**config.mk**
```make
export PLATFORM = sky130hd
export DESIGN_NAME = cipr_top
export DESIGN_NICKNAME = d
export VERILOG_FILES = /design/src/hw/cipr_pkg.sv /design/src/hw/cipr_arbiter.sv /design/src/hw/cipr_status.sv /design/src/hw/cipr_top.sv
export SDC_FILE = /design/constraint.sdc
export NUM_CORES = 1
export LEC_CHECK = 0
export BUFFER_PORTS_ARGS = -buffer_cell sky130_fd_sc_hd__buf_2
export CAP_MARGIN = 20
export CORE_MARGIN = 2
export CORE_UTILIZATION = 46
export CTS_BUF_LIST = sky130_fd_sc_hd__clkbuf_4 sky130_fd_sc_hd__clkbuf_8 sky130_fd_sc_hd__clkbuf_16
export DETAILED_ROUTE_END_ITERATION = 10
export GPL_TIMING_DRIVEN = 0
export PLACE_DENSITY = 0.66
export SLEW_MARGIN = 10
export SYNTH_ARGS = -nofsm -noshare
export SYNTH_HDL_FRONTEND = slang
export SYNTH_SLANG_ARGS = --single-unit
```
**constraint.sdc**
```tcl
create_clock -name ref_clk_i -period 7.4 [get_ports ref_clk_i]
set_input_delay 0 -clock ref_clk_i [delete_from_list [all_inputs] [get_ports ref_clk_i]]
set_output_delay 0 -clock ref_clk_i [all_outputs]
set_load 0.005 [all_outputs]
```
**src/hw/cipr_pkg.sv**
```systemverilog
package cipr_pkg;

  // ****************************************************************
  // register map
  // ****************************************************************
  localparam logic [3:0] CIPR_ADDR_CTRL   = 4'h0;
  localparam logic [3:0] CIPR_ADDR_STATUS = 4'h1;
  localparam logic [3:0] CIPR_ADDR_PRI    = 4'h2;
  localparam logic [3:0] CIPR_ADDR_L1VEC  = 4'h3;
  localparam logic [3:0] CIPR_ADDR_ACKVEC = 4'h4;

  // ****************************************************************
  // field positions
  // ****************************************************************
  localparam int CIPR_CTRL_RR_BIT    = 0;
  localparam int CIPR_CTRL_CVT_BIT   = 5;
  localparam int CIPR_CTRL_VECTOR_LOCATION_SELECT_BIT = 6;
  localparam int CIPR_ST_L0_BIT      = 0;
  localparam int CIPR_ST_L1_BIT      = 1;
  localparam int CIPR_ST_NMI_BIT     = 7;

  // ****************************************************************
  // reset values
  // ****************************************************************
  localparam logic [7:0] CIPR_CTRL_RST   = 8'h00;
  localparam logic [7:0] CIPR_PRI_RST    = 8'h00;
  localparam logic [7:0] CIPR_L1VEC_RST  = 8'h00;

  // ****************************************************************
  // vector addressing
  // ****************************************************************
  localparam logic [7:0] CIPR_CVT_NMI_ADDR = 8'h01;
  localparam logic [7:0] CIPR_CVT_L1_ADDR  = 8'h02;
  localparam logic [7:0] CIPR_CVT_L0_ADDR  = 8'h03;
  localparam logic [7:0] CIPR_VEC_OFS      = 8'h01;

  // ****************************************************************
  // sequencing
  // ****************************************************************
  typedef enum logic [1:0] {
    CIPR_IDLE = 2'b00,
    CIPR_ACK  = 2'b01,
    CIPR_HOLD = 2'b10
  } cipr_state_t;

endpackage

```
**src/hw/cipr_arbiter.sv**
```systemverilog
`timescale 1ns/10ps
`default_nettype none
// ****************************************************************
// rotating lowest-index-first picker
// ****************************************************************
module cipr_arbiter #(
  parameter int N  = 16,
  parameter int VW = 4
) (
  input  wire logic [N-1:0]  req_i,
  input  wire logic [VW-1:0] last_i,
  input  wire logic          rotate_i,
  output logic               hit_o,
  output logic [VW-1:0]      idx_o
);

  logic [VW-1:0] start;
  logic [VW-1:0] cand;
  logic [VW:0]   sum;
  int            k;

  always_comb begin
    start = '0;
    cand  = '0;
    sum   = '0;
    hit_o = 1'b0;
    idx_o = '0;
    if (rotate_i) begin
      sum   = {1'b0, last_i} + (VW+1)'(1);
      start = (sum >= (VW+1)'(N)) ? '0 : sum[VW-1:0];
    end
    for (k = N - 1; k >= 0; k--) begin
      sum  = {1'b0, start} + (VW+1)'(k);
      cand = (sum >= (VW+1)'(N)) ? VW'(sum - (VW+1)'(N)) : sum[VW-1:0];
      if (req_i[cand]) begin
        hit_o = 1'b1;
        idx_o = cand;
      end
    end
  end

endmodule
`default_nettype wire

```
**src/hw/cipr_status.sv**
```systemverilog
`timescale 1ns/10ps
`default_nettype none
// ****************************************************************
// executing-level flags
// ****************************************************************
module cipr_status (
  input  wire logic ref_clk_i,
  input  wire logic nrst_i,
  input  wire logic run_i,
  input  wire logic set_l0_i,
  input  wire logic set_l1_i,
  input  wire logic set_nmi_i,
  input  wire logic interrupt_return_instruction_i,
  output logic      l0_o,
  output logic      l1_o,
  output logic      nmi_o
);

  logic l0_r, l0_nxt;
  logic l1_r, l1_nxt;
  logic nmi_r, nmi_nxt;

  always_comb begin
    l0_nxt  = l0_r;
    l1_nxt  = l1_r;
    nmi_nxt = nmi_r;
    if (run_i) begin
      // highest active level leaves first
      if (interrupt_return_instruction_i) begin
        if (nmi_r) begin
          nmi_nxt = 1'b0;
        end else if (l1_r) begin
          l1_nxt = 1'b0;
        end else begin
          l0_nxt = 1'b0;
        end
      end
      if (set_l0_i) begin
        l0_nxt = 1'b1;
      end
      if (set_l1_i) begin
        l1_nxt = 1'b1;
      end
      if (set_nmi_i) begin
        nmi_nxt = 1'b1;
      end
    end
  end

  always_ff @(posedge ref_clk_i) begin
    if (!nrst_i) begin
      l0_r  <= 1'b0;
      l1_r  <= 1'b0;
      nmi_r <= 1'b0;
    end else begin
      l0_r  <= l0_nxt;
      l1_r  <= l1_nxt;
      nmi_r <= nmi_nxt;
    end
  end

  assign l0_o  = l0_r;
  assign l1_o  = l1_r;
  assign nmi_o = nmi_r;

endmodule
`default_nettype wire

```
**src/hw/cipr_top.sv**
```systemverilog
// Behaviour
// - take enabled requests; acknowledge or hold by level against running handler
// - on acknowledge drive the request's vector address to the core
// - one instruction retires before any pending request is served
// - status flags track executing level for interrupt return
// - interrupt return restores state held before the left handler
// - status is never saved automatically on acknowledge
// - after reset every vector is normal priority level 0
// - at most one vector, never vector 0, may be raised to level 1
// - level 1 request preempts running level 0 handler
// - static ordering grants lowest pending level 0 vector first
// - optional round-robin ordering for level 0 requests
// - maskable requests only while global enable is set
// - global enable is never changed by acknowledge
// - vector table in application or boot section by select bit
// - runs in run-time debug, halts while core halted
// - clocked from the peripheral clock
// - non-maskable ignores enable, not preempted, lowest vector first
// - priority pointer vector is lowest, next is highest, wraps, resets zero; pointer zero without round-robin leaves vector 0 highest
// - round-robin loads pointer with each acknowledged level 0 vector
// - compact table uses addresses 1, 2 and 3
//
// Local design decisions: the address map and strobed register access.
`timescale 1ns/10ps
`default_nettype none
module cipr_top
  import cipr_pkg::*;
#(
  parameter int         NVEC     = 16,
  parameter int         VW       = 4,
  parameter logic [7:0] BOOT_BASE = 8'h80
) (
  input  wire logic            ref_clk_i,
  input  wire logic            nrst_i,
  input  wire logic [NVEC-1:0] irq_i,
  input  wire logic [NVEC-1:0] nmi_mask_i,
  input  wire logic            gie_i,
  input  wire logic            insn_done_i,
  input  wire logic            interrupt_return_instruction_i,
  input  wire logic            dbg_halt_i,
  input  wire logic [3:0]      addr_i,
  input  wire logic [7:0]      wdata_i,
  input  wire logic            wr_i,
  input  wire logic            rd_i,
  output logic [7:0]           rdata_o,
  output logic                 ack_o,
  output logic [7:0]           vec_addr_o,
  output logic [VW-1:0]        ack_idx_o,
  output logic                 lvl0_o,
  output logic                 lvl1_o,
  output logic                 nmi_o
);

  // ****************************************************************
  // registers
  // ****************************************************************
  logic [7:0]    ctrl_r, ctrl_nxt;
  logic [VW-1:0] pri_r, pri_nxt;
  logic [VW-1:0] l1vec_r, l1vec_nxt;
  logic [VW-1:0] lastack_r, lastack_nxt;
  logic [7:0]    rdata_r, rdata_nxt;
  logic          ack_r, ack_nxt;
  logic [7:0]    vaddr_r, vaddr_nxt;
  logic          ok_r, ok_nxt;
  cipr_state_t   st_r, st_nxt;
  logic          run;
  logic          st_l0, st_l1, st_nmi;

  assign run = !dbg_halt_i;

  // ****************************************************************
  // request classes
  // ****************************************************************
  logic [NVEC-1:0] l1_onehot;
  logic [NVEC-1:0] nmi_req;
  logic [NVEC-1:0] l1_req;
  logic [NVEC-1:0] l0_req;
  logic            nmi_hit, l1_hit, l0_hit;
  logic [VW-1:0]   nmi_idx, l1_idx, l0_idx;

  // index 0 selects no level 1 line, so reset leaves every vector at level 0
  always_comb begin
    l1_onehot = '0;
    l1_onehot[l1vec_r] = (l1vec_r != '0);
  end

  assign nmi_req = irq_i & nmi_mask_i;
  assign l1_req  = irq_i & ~nmi_mask_i & l1_onehot & {NVEC{gie_i}};
  assign l0_req  = irq_i & ~nmi_mask_i & ~l1_onehot & {NVEC{gie_i}};

  cipr_arbiter #(.N(NVEC), .VW(VW)) u_nmi_arb (
    .req_i    (nmi_req),
    .last_i   ('0),
    .rotate_i (1'b0),
    .hit_o    (nmi_hit),
    .idx_o    (nmi_idx)
  );

  cipr_arbiter #(.N(NVEC), .VW(VW)) u_l1_arb (
    .req_i    (l1_req),
    .last_i   ('0),
    .rotate_i (1'b0),
    .hit_o    (l1_hit),
    .idx_o    (l1_idx)
  );

  // nonzero pointer, or any pointer under round-robin, ranks lowest, next ranks highest
  cipr_arbiter #(.N(NVEC), .VW(VW)) u_l0_arb (
    .req_i    (l0_req),
    .last_i   (pri_r),
    .rotate_i (pri_r != '0 || ctrl_r[CIPR_CTRL_RR_BIT]),
    .hit_o    (l0_hit),
    .idx_o    (l0_idx)
  );

  // ****************************************************************
  // grant decision
  // ****************************************************************
  logic          go_nmi, go_l1, go_l0, grant;
  logic [VW-1:0] gidx;
  logic [7:0]    vbase;

  always_comb begin
    go_nmi = nmi_hit && !st_nmi;
    go_l1  = !go_nmi && l1_hit && !st_nmi && !st_l1;
    go_l0  = !go_nmi && !go_l1 && l0_hit && !st_nmi && !st_l1 && !st_l0;
    grant  = (go_nmi || go_l1 || go_l0) && ok_r && (st_r == CIPR_IDLE) && run;
    gidx   = go_nmi ? nmi_idx : (go_l1 ? l1_idx : l0_idx);
    vbase  = ctrl_r[CIPR_CTRL_VECTOR_LOCATION_SELECT_BIT] ? BOOT_BASE : 8'h00;
  end

  // ****************************************************************
  // sequencer and register file
  // ****************************************************************
  always_comb begin
    ctrl_nxt    = ctrl_r;
    pri_nxt     = pri_r;
    l1vec_nxt   = l1vec_r;
    lastack_nxt = lastack_r;
    rdata_nxt   = 8'h00;
    ack_nxt     = 1'b0;
    vaddr_nxt   = vaddr_r;
    ok_nxt      = ok_r;
    st_nxt      = st_r;
    if (run) begin
      // one retired instruction re-arms service
      if (insn_done_i) begin
        ok_nxt = 1'b1;
      end
      if (interrupt_return_instruction_i) begin
        ok_nxt = 1'b0;
      end
      unique case (st_r)
        CIPR_IDLE: begin
          if (grant) begin
            st_nxt      = CIPR_ACK;
            ack_nxt     = 1'b1;
            ok_nxt      = 1'b0;
            lastack_nxt = gidx;
            if (ctrl_r[CIPR_CTRL_CVT_BIT]) begin
              vaddr_nxt = vbase + (go_nmi ? CIPR_CVT_NMI_ADDR :
                          (go_l1 ? CIPR_CVT_L1_ADDR : CIPR_CVT_L0_ADDR));
            end else begin
              vaddr_nxt = vbase + CIPR_VEC_OFS + 8'(gidx);
            end
            if (go_l0 && ctrl_r[CIPR_CTRL_RR_BIT]) begin
              pri_nxt = gidx;
            end
          end
        end
        CIPR_ACK: begin
          st_nxt = CIPR_HOLD;
        end
        CIPR_HOLD: begin
          st_nxt = CIPR_IDLE;
        end
        default: begin
          st_nxt = CIPR_IDLE;
        end
      endcase
    end
    if (wr_i) begin
      unique case (addr_i)
        CIPR_ADDR_CTRL:  ctrl_nxt  = wdata_i;
        CIPR_ADDR_PRI:   pri_nxt   = wdata_i[VW-1:0];
        CIPR_ADDR_L1VEC: l1vec_nxt = wdata_i[VW-1:0];
        default: ;
      endcase
    end
    if (rd_i) begin
      unique case (addr_i)
        CIPR_ADDR_CTRL:   rdata_nxt = ctrl_r;
        CIPR_ADDR_STATUS: rdata_nxt = {st_nmi, 5'h00, st_l1, st_l0};
        CIPR_ADDR_PRI:    rdata_nxt = 8'(pri_r);
        CIPR_ADDR_L1VEC:  rdata_nxt = 8'(l1vec_r);
        CIPR_ADDR_ACKVEC: rdata_nxt = 8'(lastack_r);
        default:          rdata_nxt = 8'h00;
      endcase
    end
  end

  always_ff @(posedge ref_clk_i) begin
    if (!nrst_i) begin
      ctrl_r    <= CIPR_CTRL_RST;
      pri_r     <= VW'(CIPR_PRI_RST);
      l1vec_r   <= VW'(CIPR_L1VEC_RST);
      lastack_r <= '0;
      rdata_r   <= 8'h00;
      ack_r     <= 1'b0;
      vaddr_r   <= 8'h00;
      ok_r      <= 1'b0;
      st_r      <= CIPR_IDLE;
    end else begin
      ctrl_r    <= ctrl_nxt;
      pri_r     <= pri_nxt;
      l1vec_r   <= l1vec_nxt;
      lastack_r <= lastack_nxt;
      rdata_r   <= rdata_nxt;
      ack_r     <= ack_nxt;
      vaddr_r   <= vaddr_nxt;
      ok_r      <= ok_nxt;
      st_r      <= st_nxt;
    end
  end

  // status flags change only on acknowledge or return, never saved
  cipr_status u_status (
    .ref_clk_i (ref_clk_i),
    .nrst_i    (nrst_i),
    .run_i     (run),
    .set_l0_i  (grant && go_l0),
    .set_l1_i  (grant && go_l1),
    .set_nmi_i (grant && go_nmi),
    .interrupt_return_instruction_i    (interrupt_return_instruction_i),
    .l0_o      (st_l0),
    .l1_o      (st_l1),
    .nmi_o     (st_nmi)
  );

  assign rdata_o    = rdata_r;
  assign ack_o      = ack_r;
  assign vec_addr_o = vaddr_r;
  assign ack_idx_o  = lastack_r;
  assign lvl0_o     = st_l0;
  assign lvl1_o     = st_l1;
  assign nmi_o      = st_nmi;
endmodule
`default_nettype wire

```
==> run summary, run 1 <==
Status - completed
Crit path max-delay cell type - mux4_2
Area Overhead vs Synth - 12.7%
Final Instance Area - 6760 um^2
Drt pass-1 iters - 5
Antenna viol nets, final - 0
Hold crit path type - input port to flip-flop
Syn_area_per_cell - 8.17 um^2
RSZ-0062 raised after global routing - no
CP peak stage delay - 0.66 ns
Die H - 118 um
Row cnt - 41
Layout Nets - 880
Internal - 0.000464 W
Final Non-Filler Cells - 991
Power density over the cells - 106 nW/um^2
Clock Path Buffers - 2
Htree depth - 2
Worst relative slew slack - 37.5%
TritonCTS Sinks - 41
Sequential power share - 31.8%
Slew of the pin with the lowest slew margin - 0.933 ns
Sw frac - 35.1%
MaxCap Viol Count - 0
Vias in the first global route - 6,186
Area contributors post-synth - dfxtp_1 14%, mux2i_1 11%, mux4_2 6.4%, nand2_1 4.1%, mux2_2 3.6%
Cell variety after synth - 101
Die ar. - 14,000 um^2
I/O Buffers - 71
TritonCTS buffer count - 5
Worst Setup Path Type - flip-flop to flip-flop
# resized after CTS - 0
Count leader, synth - nand2_1
Final Util - 53.4%
TNS Setup - 0 ns
CTS tree - built
Clock network fraction of total power - 30.0%
Postcts setup bufs - 0
Largest net degree at the start of global routing - 15
Grt ovf - 0
Starting density of the core - 47.3%
Vias post-DR - 6,508
CTS clock-pin slew for the worst setup and hold paths - 0.06 ns
Setup Viol. Count Final - 0
Worst Skew - 0.00447 ns
Drt drc - 0
Post-Syn Area - 6000 um^2
Crit path DAT - 7.23 ns
Fin. Hold Viols - 0
Routed wire length - 21,700 um
Core ar. - 12,700 um^2
WP data required - 7.57 ns
Root Driver - clkbuf_16
# fillers - 1,236
Yosys top cell area share - 13.7%
Worst vdd ir - 0.143 mV
Post-synthesis sequential area ratio - 13.7%
# diodes - 0
Highest Clock Rate - 142 MHz
Synth async-reset ratio - 0%
CP endpoint kind - flip-flop
Total Routing Usage GR - 30.1%
Post-CTS Hold Fix Bufs - 4
Die width - 118 um
Number of synthesized flops with an enable pin - 0
Top post-synthesis cells by count - 66 x nand2_1, 63 x mux2i_1, 54 x nor2_1
Crit path max fanout - 10
Post-DR wirelength/cell - 21.9 um
Fin. max-slew vios - 0
Post-synth top area cell - dfxtp_1
First-pass GRT wire length - 33,800 um
Placed cell count - 979
Fin crit period - 7.06 ns
DP HPWL - 17,100 um
Crit start category - flip-flop
Share of layout cells above drive strength 1 - 21.2%
Synth Register Bits - 41
Post-DP Area - 6580 um^2
Mean number of vias per cell - 6.57
Worst-Skew Late Latency - 0.28 ns
Placer Congestion - 1.06
Leakage Power - 2.73 nW
Yosys warning total - 0
Top Ports - 76
Psw - 0.000251 W
Commonest register cell after synthesis - dfxtp_1
Cells after Synth - 734
Initial antenna violation count - 0
Drt first-iter violations - 687
Period utilization - 95.4%
Comb pwr share - 38.2%
==> path summary, 6_finish.rpt <==
kind,startpoint,to,slack [ns],depth (start not counted)
worst min-delay path,wdata_i[1],pri_r[1]$_SDFF_PN0_,0.02,3
worst max-delay path,pri_r[0]$_SDFF_PN0_,vec_addr_o[1]$_SDFFE_PN0P_,0.34,25
worst min register to register,st_r[1]$_SDFFE_PN0P_,st_r[1]$_SDFFE_PN0P_,0.47,2
worst max register to register,pri_r[0]$_SDFF_PN0_,vec_addr_o[1]$_SDFFE_PN0P_,0.34,25
==> layer usage <==
layer / up-vias / routed length (um) / GRT usage, %
met3: 37 / 1870 / 3.19
met2: 351 / 10100 / 50.6
met1: 3101 / 9180 / 41.3
met5: - / 0 / 0
li1: 3019 / - / -
met4: 0 / 482 / 7.23
==> logic make-up (layout without fill, tap and decap cells) <==
kind of cell | after synthesis | count (layout) | share of synthesized area [%]
simple gates | 281 | 281 | 26.2
flops | 41 | 41 | 13.7
compound gates | 218 | 218 | 27.2
fa+ha+maj | 10 | 10 | 2.09
buf+inv | 67 | 151 | 5.70
xor+xnor | 9 | 9 | 2.19
mux | 107 | 107 | 22.9
other cells | 1 | 2 | 0.0625
==> flip-flops by register name (all words and copies together), names as in the netlist <==
name	flops
u_status.nmi_o	1
u_status.l1_o	1
u_status.l0_o	1
ctrl_r	8
pri_r	4
l1vec_r	4
vec_addr_o	6
rdata_o	8
ack_o	1
st_r	2
ack_idx_o	4
ok_r	1
==> per-stage QoR <==
| stage | hold slack (ns) | total power (W) | worst slack (ns) |
|---|---|---|---|
| CTS | 0.0116 | 0.000710 | 0.488 |
| global placement | 0.252 | 0.000491 | 0.606 |
| finish | 0.0207 | 0.000715 | 0.344 |
| global route | 0.0206 | 0.000747 | 0.0195 |
| floorplan | 0.145 | 0.000416 | 1.82 |
| detailed placement | 0.263 | 0.000495 | 0.526 |
==> worst max-delay path: cells and delay by family (launching register included) <==
kind            cells  cell delay [ns]
fa+ha+maj           3             0.93
flops               1             0.37
compound gates      5             1.13
mux                 3             1.18
simple gates        5             0.98
buf+inv             9             2.34
==> layout make-up <==
class,instances,area (um^2),area share (%)
buffer,50,270,4.00
clock buffer,5,125,1.85
clock inverter,3,21.3,0.315
inverter,17,71.3,1.05
multi-input combinational,627,4840,71.6
sequential,41,821,12.1
tap,172,215,3.18
timing repair buffer,76,399,5.90
==> power groups by stage <==
stage | Combinational, W | Sequential (W) | Clock (W)
after floorplan | 0.000185 | 0.000231 | 0
after global placement | 0.000259 | 0.000232 | 0
after detailed placement | 0.000263 | 0.000232 | 0
after CTS | 0.000266 | 0.000227 | 0.000217
after global routing | 0.000293 | 0.000227 | 0.000226
final | 0.000273 | 0.000227 | 0.000215
==> cells in the final DEF (no fill, tap or decap), types with 6 or more instances in the layout <==
master and instances:
a2111oi_0 6, a211oi_1 10, a21boi_0 8, a21oi_1 32, a22oi_1 16, a31oi_1 12
and2_1 17, and3_1 7, buf_2 81, clkbuf_1 29, dfxtp_1 41, ha_1 10
inv_1 12, mux2_2 19, mux2i_1 63, mux4_2 17, nand2_1 66, nand2b_1 9
nand3_1 9, nand3b_1 19, nor2_1 54, nor2b_1 27, nor3_1 15, nor4_1 10
o211ai_1 9, o21a_1 10, o21ai_0 28, o22ai_1 6, or2_2 7
(Power assumes the default switching activity.)
==> run 2, diff against run 1 <==
- ABC_CLOCK_PERIOD_IN_PS: default -> 7400
- BUFFER_PORTS_ARGS: -buffer_cell sky130_fd_sc_hd__buf_2 -> default
- DONT_BUFFER_PORTS: default -> 1
- PLACE_DENSITY: 0.66 -> default
- REMOVE_ABC_BUFFERS: default -> 1
==> run 2 against run 1 <==
  * Largest cell class unchanged
  * Count of clock-buffer cells in the layout stayed put
  * Hold slack worse by 0.0037 ns
  * Total power fell by 4.2%
  * Worst setup slack better by 0.33 ns
  * Die area did not move
  * Highest routed layer unchanged
  * Flip-flop and latch count unchanged
  * Cell count down 11%
  * Critical path depth shrank 7
  * Design area decreased by 7.6%
  * Global-route usage is 2.8 points lower
  * Non-clock buffer count fell by 111
  * Clock power is essentially flat
==> run summary, run 2 (synthesis gave the netlist of run 1 again) <==
DR top layer - met4
Mean number of vias per cell - 6.92
DR WL met3 - 1790 um
Die H - 118 um
Clock network fraction of total power - 31.4%
Worst Skew - 0.00623 ns
Cell mode on critical path - ha_1
Placed cell count - 857
Root Driver - clkbuf_16
Die width - 118 um
Core ar. - 12,700 um^2
Crit path max fanout - 19
Multi-input gate area - 4840 um^2
Register area - 821 um^2
Crit start category - flip-flop
Drt pass-1 iters - 5
Crit path max-delay cell type - or4b_1
RSZ-0062 raised after global routing - no
I/O Buffers - 0
CP peak stage delay - 0.78 ns
Total Power - 0.000686 W
Sw frac - 34.2%
Htree depth - 2
Period utilization - 90.9%
HP Start - addr_i[0]
# diodes - 0
Worst r2r src - pri_r[0]$_SDFF_PN0_
Largest net degree at the start of global routing - 39
Slew of the pin with the lowest slew margin - 1.00 ns
Highest Clock Rate - 149 MHz
Grt ovf - 0
Fin. Hold Viols - 0
WP data required - 7.58 ns
Internal - 0.000451 W
CP endpoint kind - flip-flop
Total Routing Usage GR - 27.3%
DP HPWL - 15,100 um
Crit path DAT - 6.90 ns
Worst vdd ir - 0.193 mV
Status - completed
Crit path max-delay family - simple AND/OR/NAND/NOR gates
Comb pwr share - 35.1%
Fin. max-slew vios - 0
TritonCTS Sinks - 41
Starting density of the core - 47.3%
TNS Setup - 0 ns
# resized after CTS - 0
Routed wire length - 19,700 um
CTS tree - built
TritonCTS buffer count - 5
Crit. Startpoint - pri_r[0]$_SDFF_PN0_
Placer Congestion - 0.979
Row cnt - 41
Drt first-iter violations - 587
MaxCap Viol Count - 0
Worst relative slew slack - 33.1%
Critical-path cell list - inv_1 -> ha_1 -> or4b_1 -> nand3_4 -> clkinv_1 -> ha_1 -> xnor2_1 -> mux2i_1 -> a32o_1 -> or2_0 -> or3_1 -> o41ai_2 -> a21oi_1 -> a2111o_1 -> ha_1 -> xnor2_1 -> nor3_1 -> o21a_1
Share of layout cells above drive strength 1 - 12.0%
Post-CTS Hold Fix Bufs - 14
CTS clock-pin slew for the worst setup and hold paths - 0.06 ns
Sequential power share - 33.6%
Postcts setup bufs - 0
Die ar. - 14,000 um^2
Antenna viol nets, final - 0
Worst-Skew Late Latency - 0.29 ns
Clock Path Buffers - 2
Fin crit period - 6.72 ns
First-pass GRT wire length - 30,900 um
Worst Setup Path Type - flip-flop to flip-flop
Drt drc - 0
Initial antenna violation count - 0
Worst Path Buf+Inv - 2
Final Non-Filler Cells - 880
Power density over the cells - 110 nW/um^2
Commonest cells after routing, fill and taps aside - 66 x nand2_1, 63 x mux2i_1, 54 x nor2_1, 41 x dfxtp_1, 32 x a21oi_1
Area Overhead vs Synth - 4.17%
Worst R2R Setup Slack - 0.68 ns
Layout Nets - 769
Setup Viol. Count Final - 0
Leakage Power - 2.32 nW
# fillers - 1,261
Psw - 0.000234 W
Hold crit path type - input port to flip-flop
Vias post-DR - 6,088
Top Ports - 76
Metal2 WL - 8970 um
Vias in the first global route - 5,699
Leading cell type in the layout, fill and taps excluded - nand2_1
Post-DR wirelength/cell - 22.4 um
Met1 Wirelength - 8380 um
-- run 2: cell count changes in the layout (fill, tap and decap cells not counted), sizes merged --
cell and delta:
dlygate4sd3 +10, clkbuf -29, buf -92
-- run 2: power groups by stage --
stage          sequential [W]  combinational (W)  clock, W
5_1_grt              0.000230           0.000256  0.000230
3_5_place_dp         0.000235           0.000222         0
6_report             0.000230           0.000240  0.000215
3_3_place_gp         0.000235           0.000219         0
2_1_floorplan        0.000233           0.000171         0
4_1_cts              0.000230           0.000233  0.000219
-- run 2: layout make-up --
| cell class | instances | area share [%] |
|---|---|---|
| Clock buffer | 5 | 2.00 |
| Clock inverter | 3 | 0.340 |
| Inverter | 17 | 1.14 |
| Multi-Input combinational cell | 627 | 77.4 |
| Sequential cell | 41 | 13.1 |
| Tap cell | 172 | 3.44 |
| Timing Repair Buffer | 15 | 2.48 |
-- run 2: through the flow --
stage               utilization (%)  setup WS (ns)  hold slack [ns]  instance area (um^2)
detailed placement             46.9          0.500            0.126                  5950
finish                         49.3          0.675           0.0170                  6250
floorplan                         -           1.99            0.117                  5730
global placement               46.9          0.495            0.123                  5950
global route                   49.3          0.215           0.0217                  6250
CTS                            49.2          0.481          0.00504                  6230
-- run 2: layer usage --
metal / up-vias / GRT usage (%)
met3: 45 / 5.12
li1: 2782 / -
met5: - / 0
met4: 0 / 9.34
met1: 2928 / 36.8
met2: 333 / 43.7
-- run 2: path summary, 6_finish.rpt --
check / to / depth (start not counted)
worst max-delay path: vec_addr_o[2]$_SDFFE_PN0P_ / 18
worst max register to register: vec_addr_o[2]$_SDFFE_PN0P_ / 18
worst min-delay path: rdata_o[1]$_SDFF_PN0_ / 3
worst min register to register: rdata_o[4]$_SDFF_PN0_ / 1
-- run 2: tightest hold or removal path, stage by stage --
cell and delay, ns:
o21ai_0 0.05, nand2_1 0.14, nor2_1 0.06
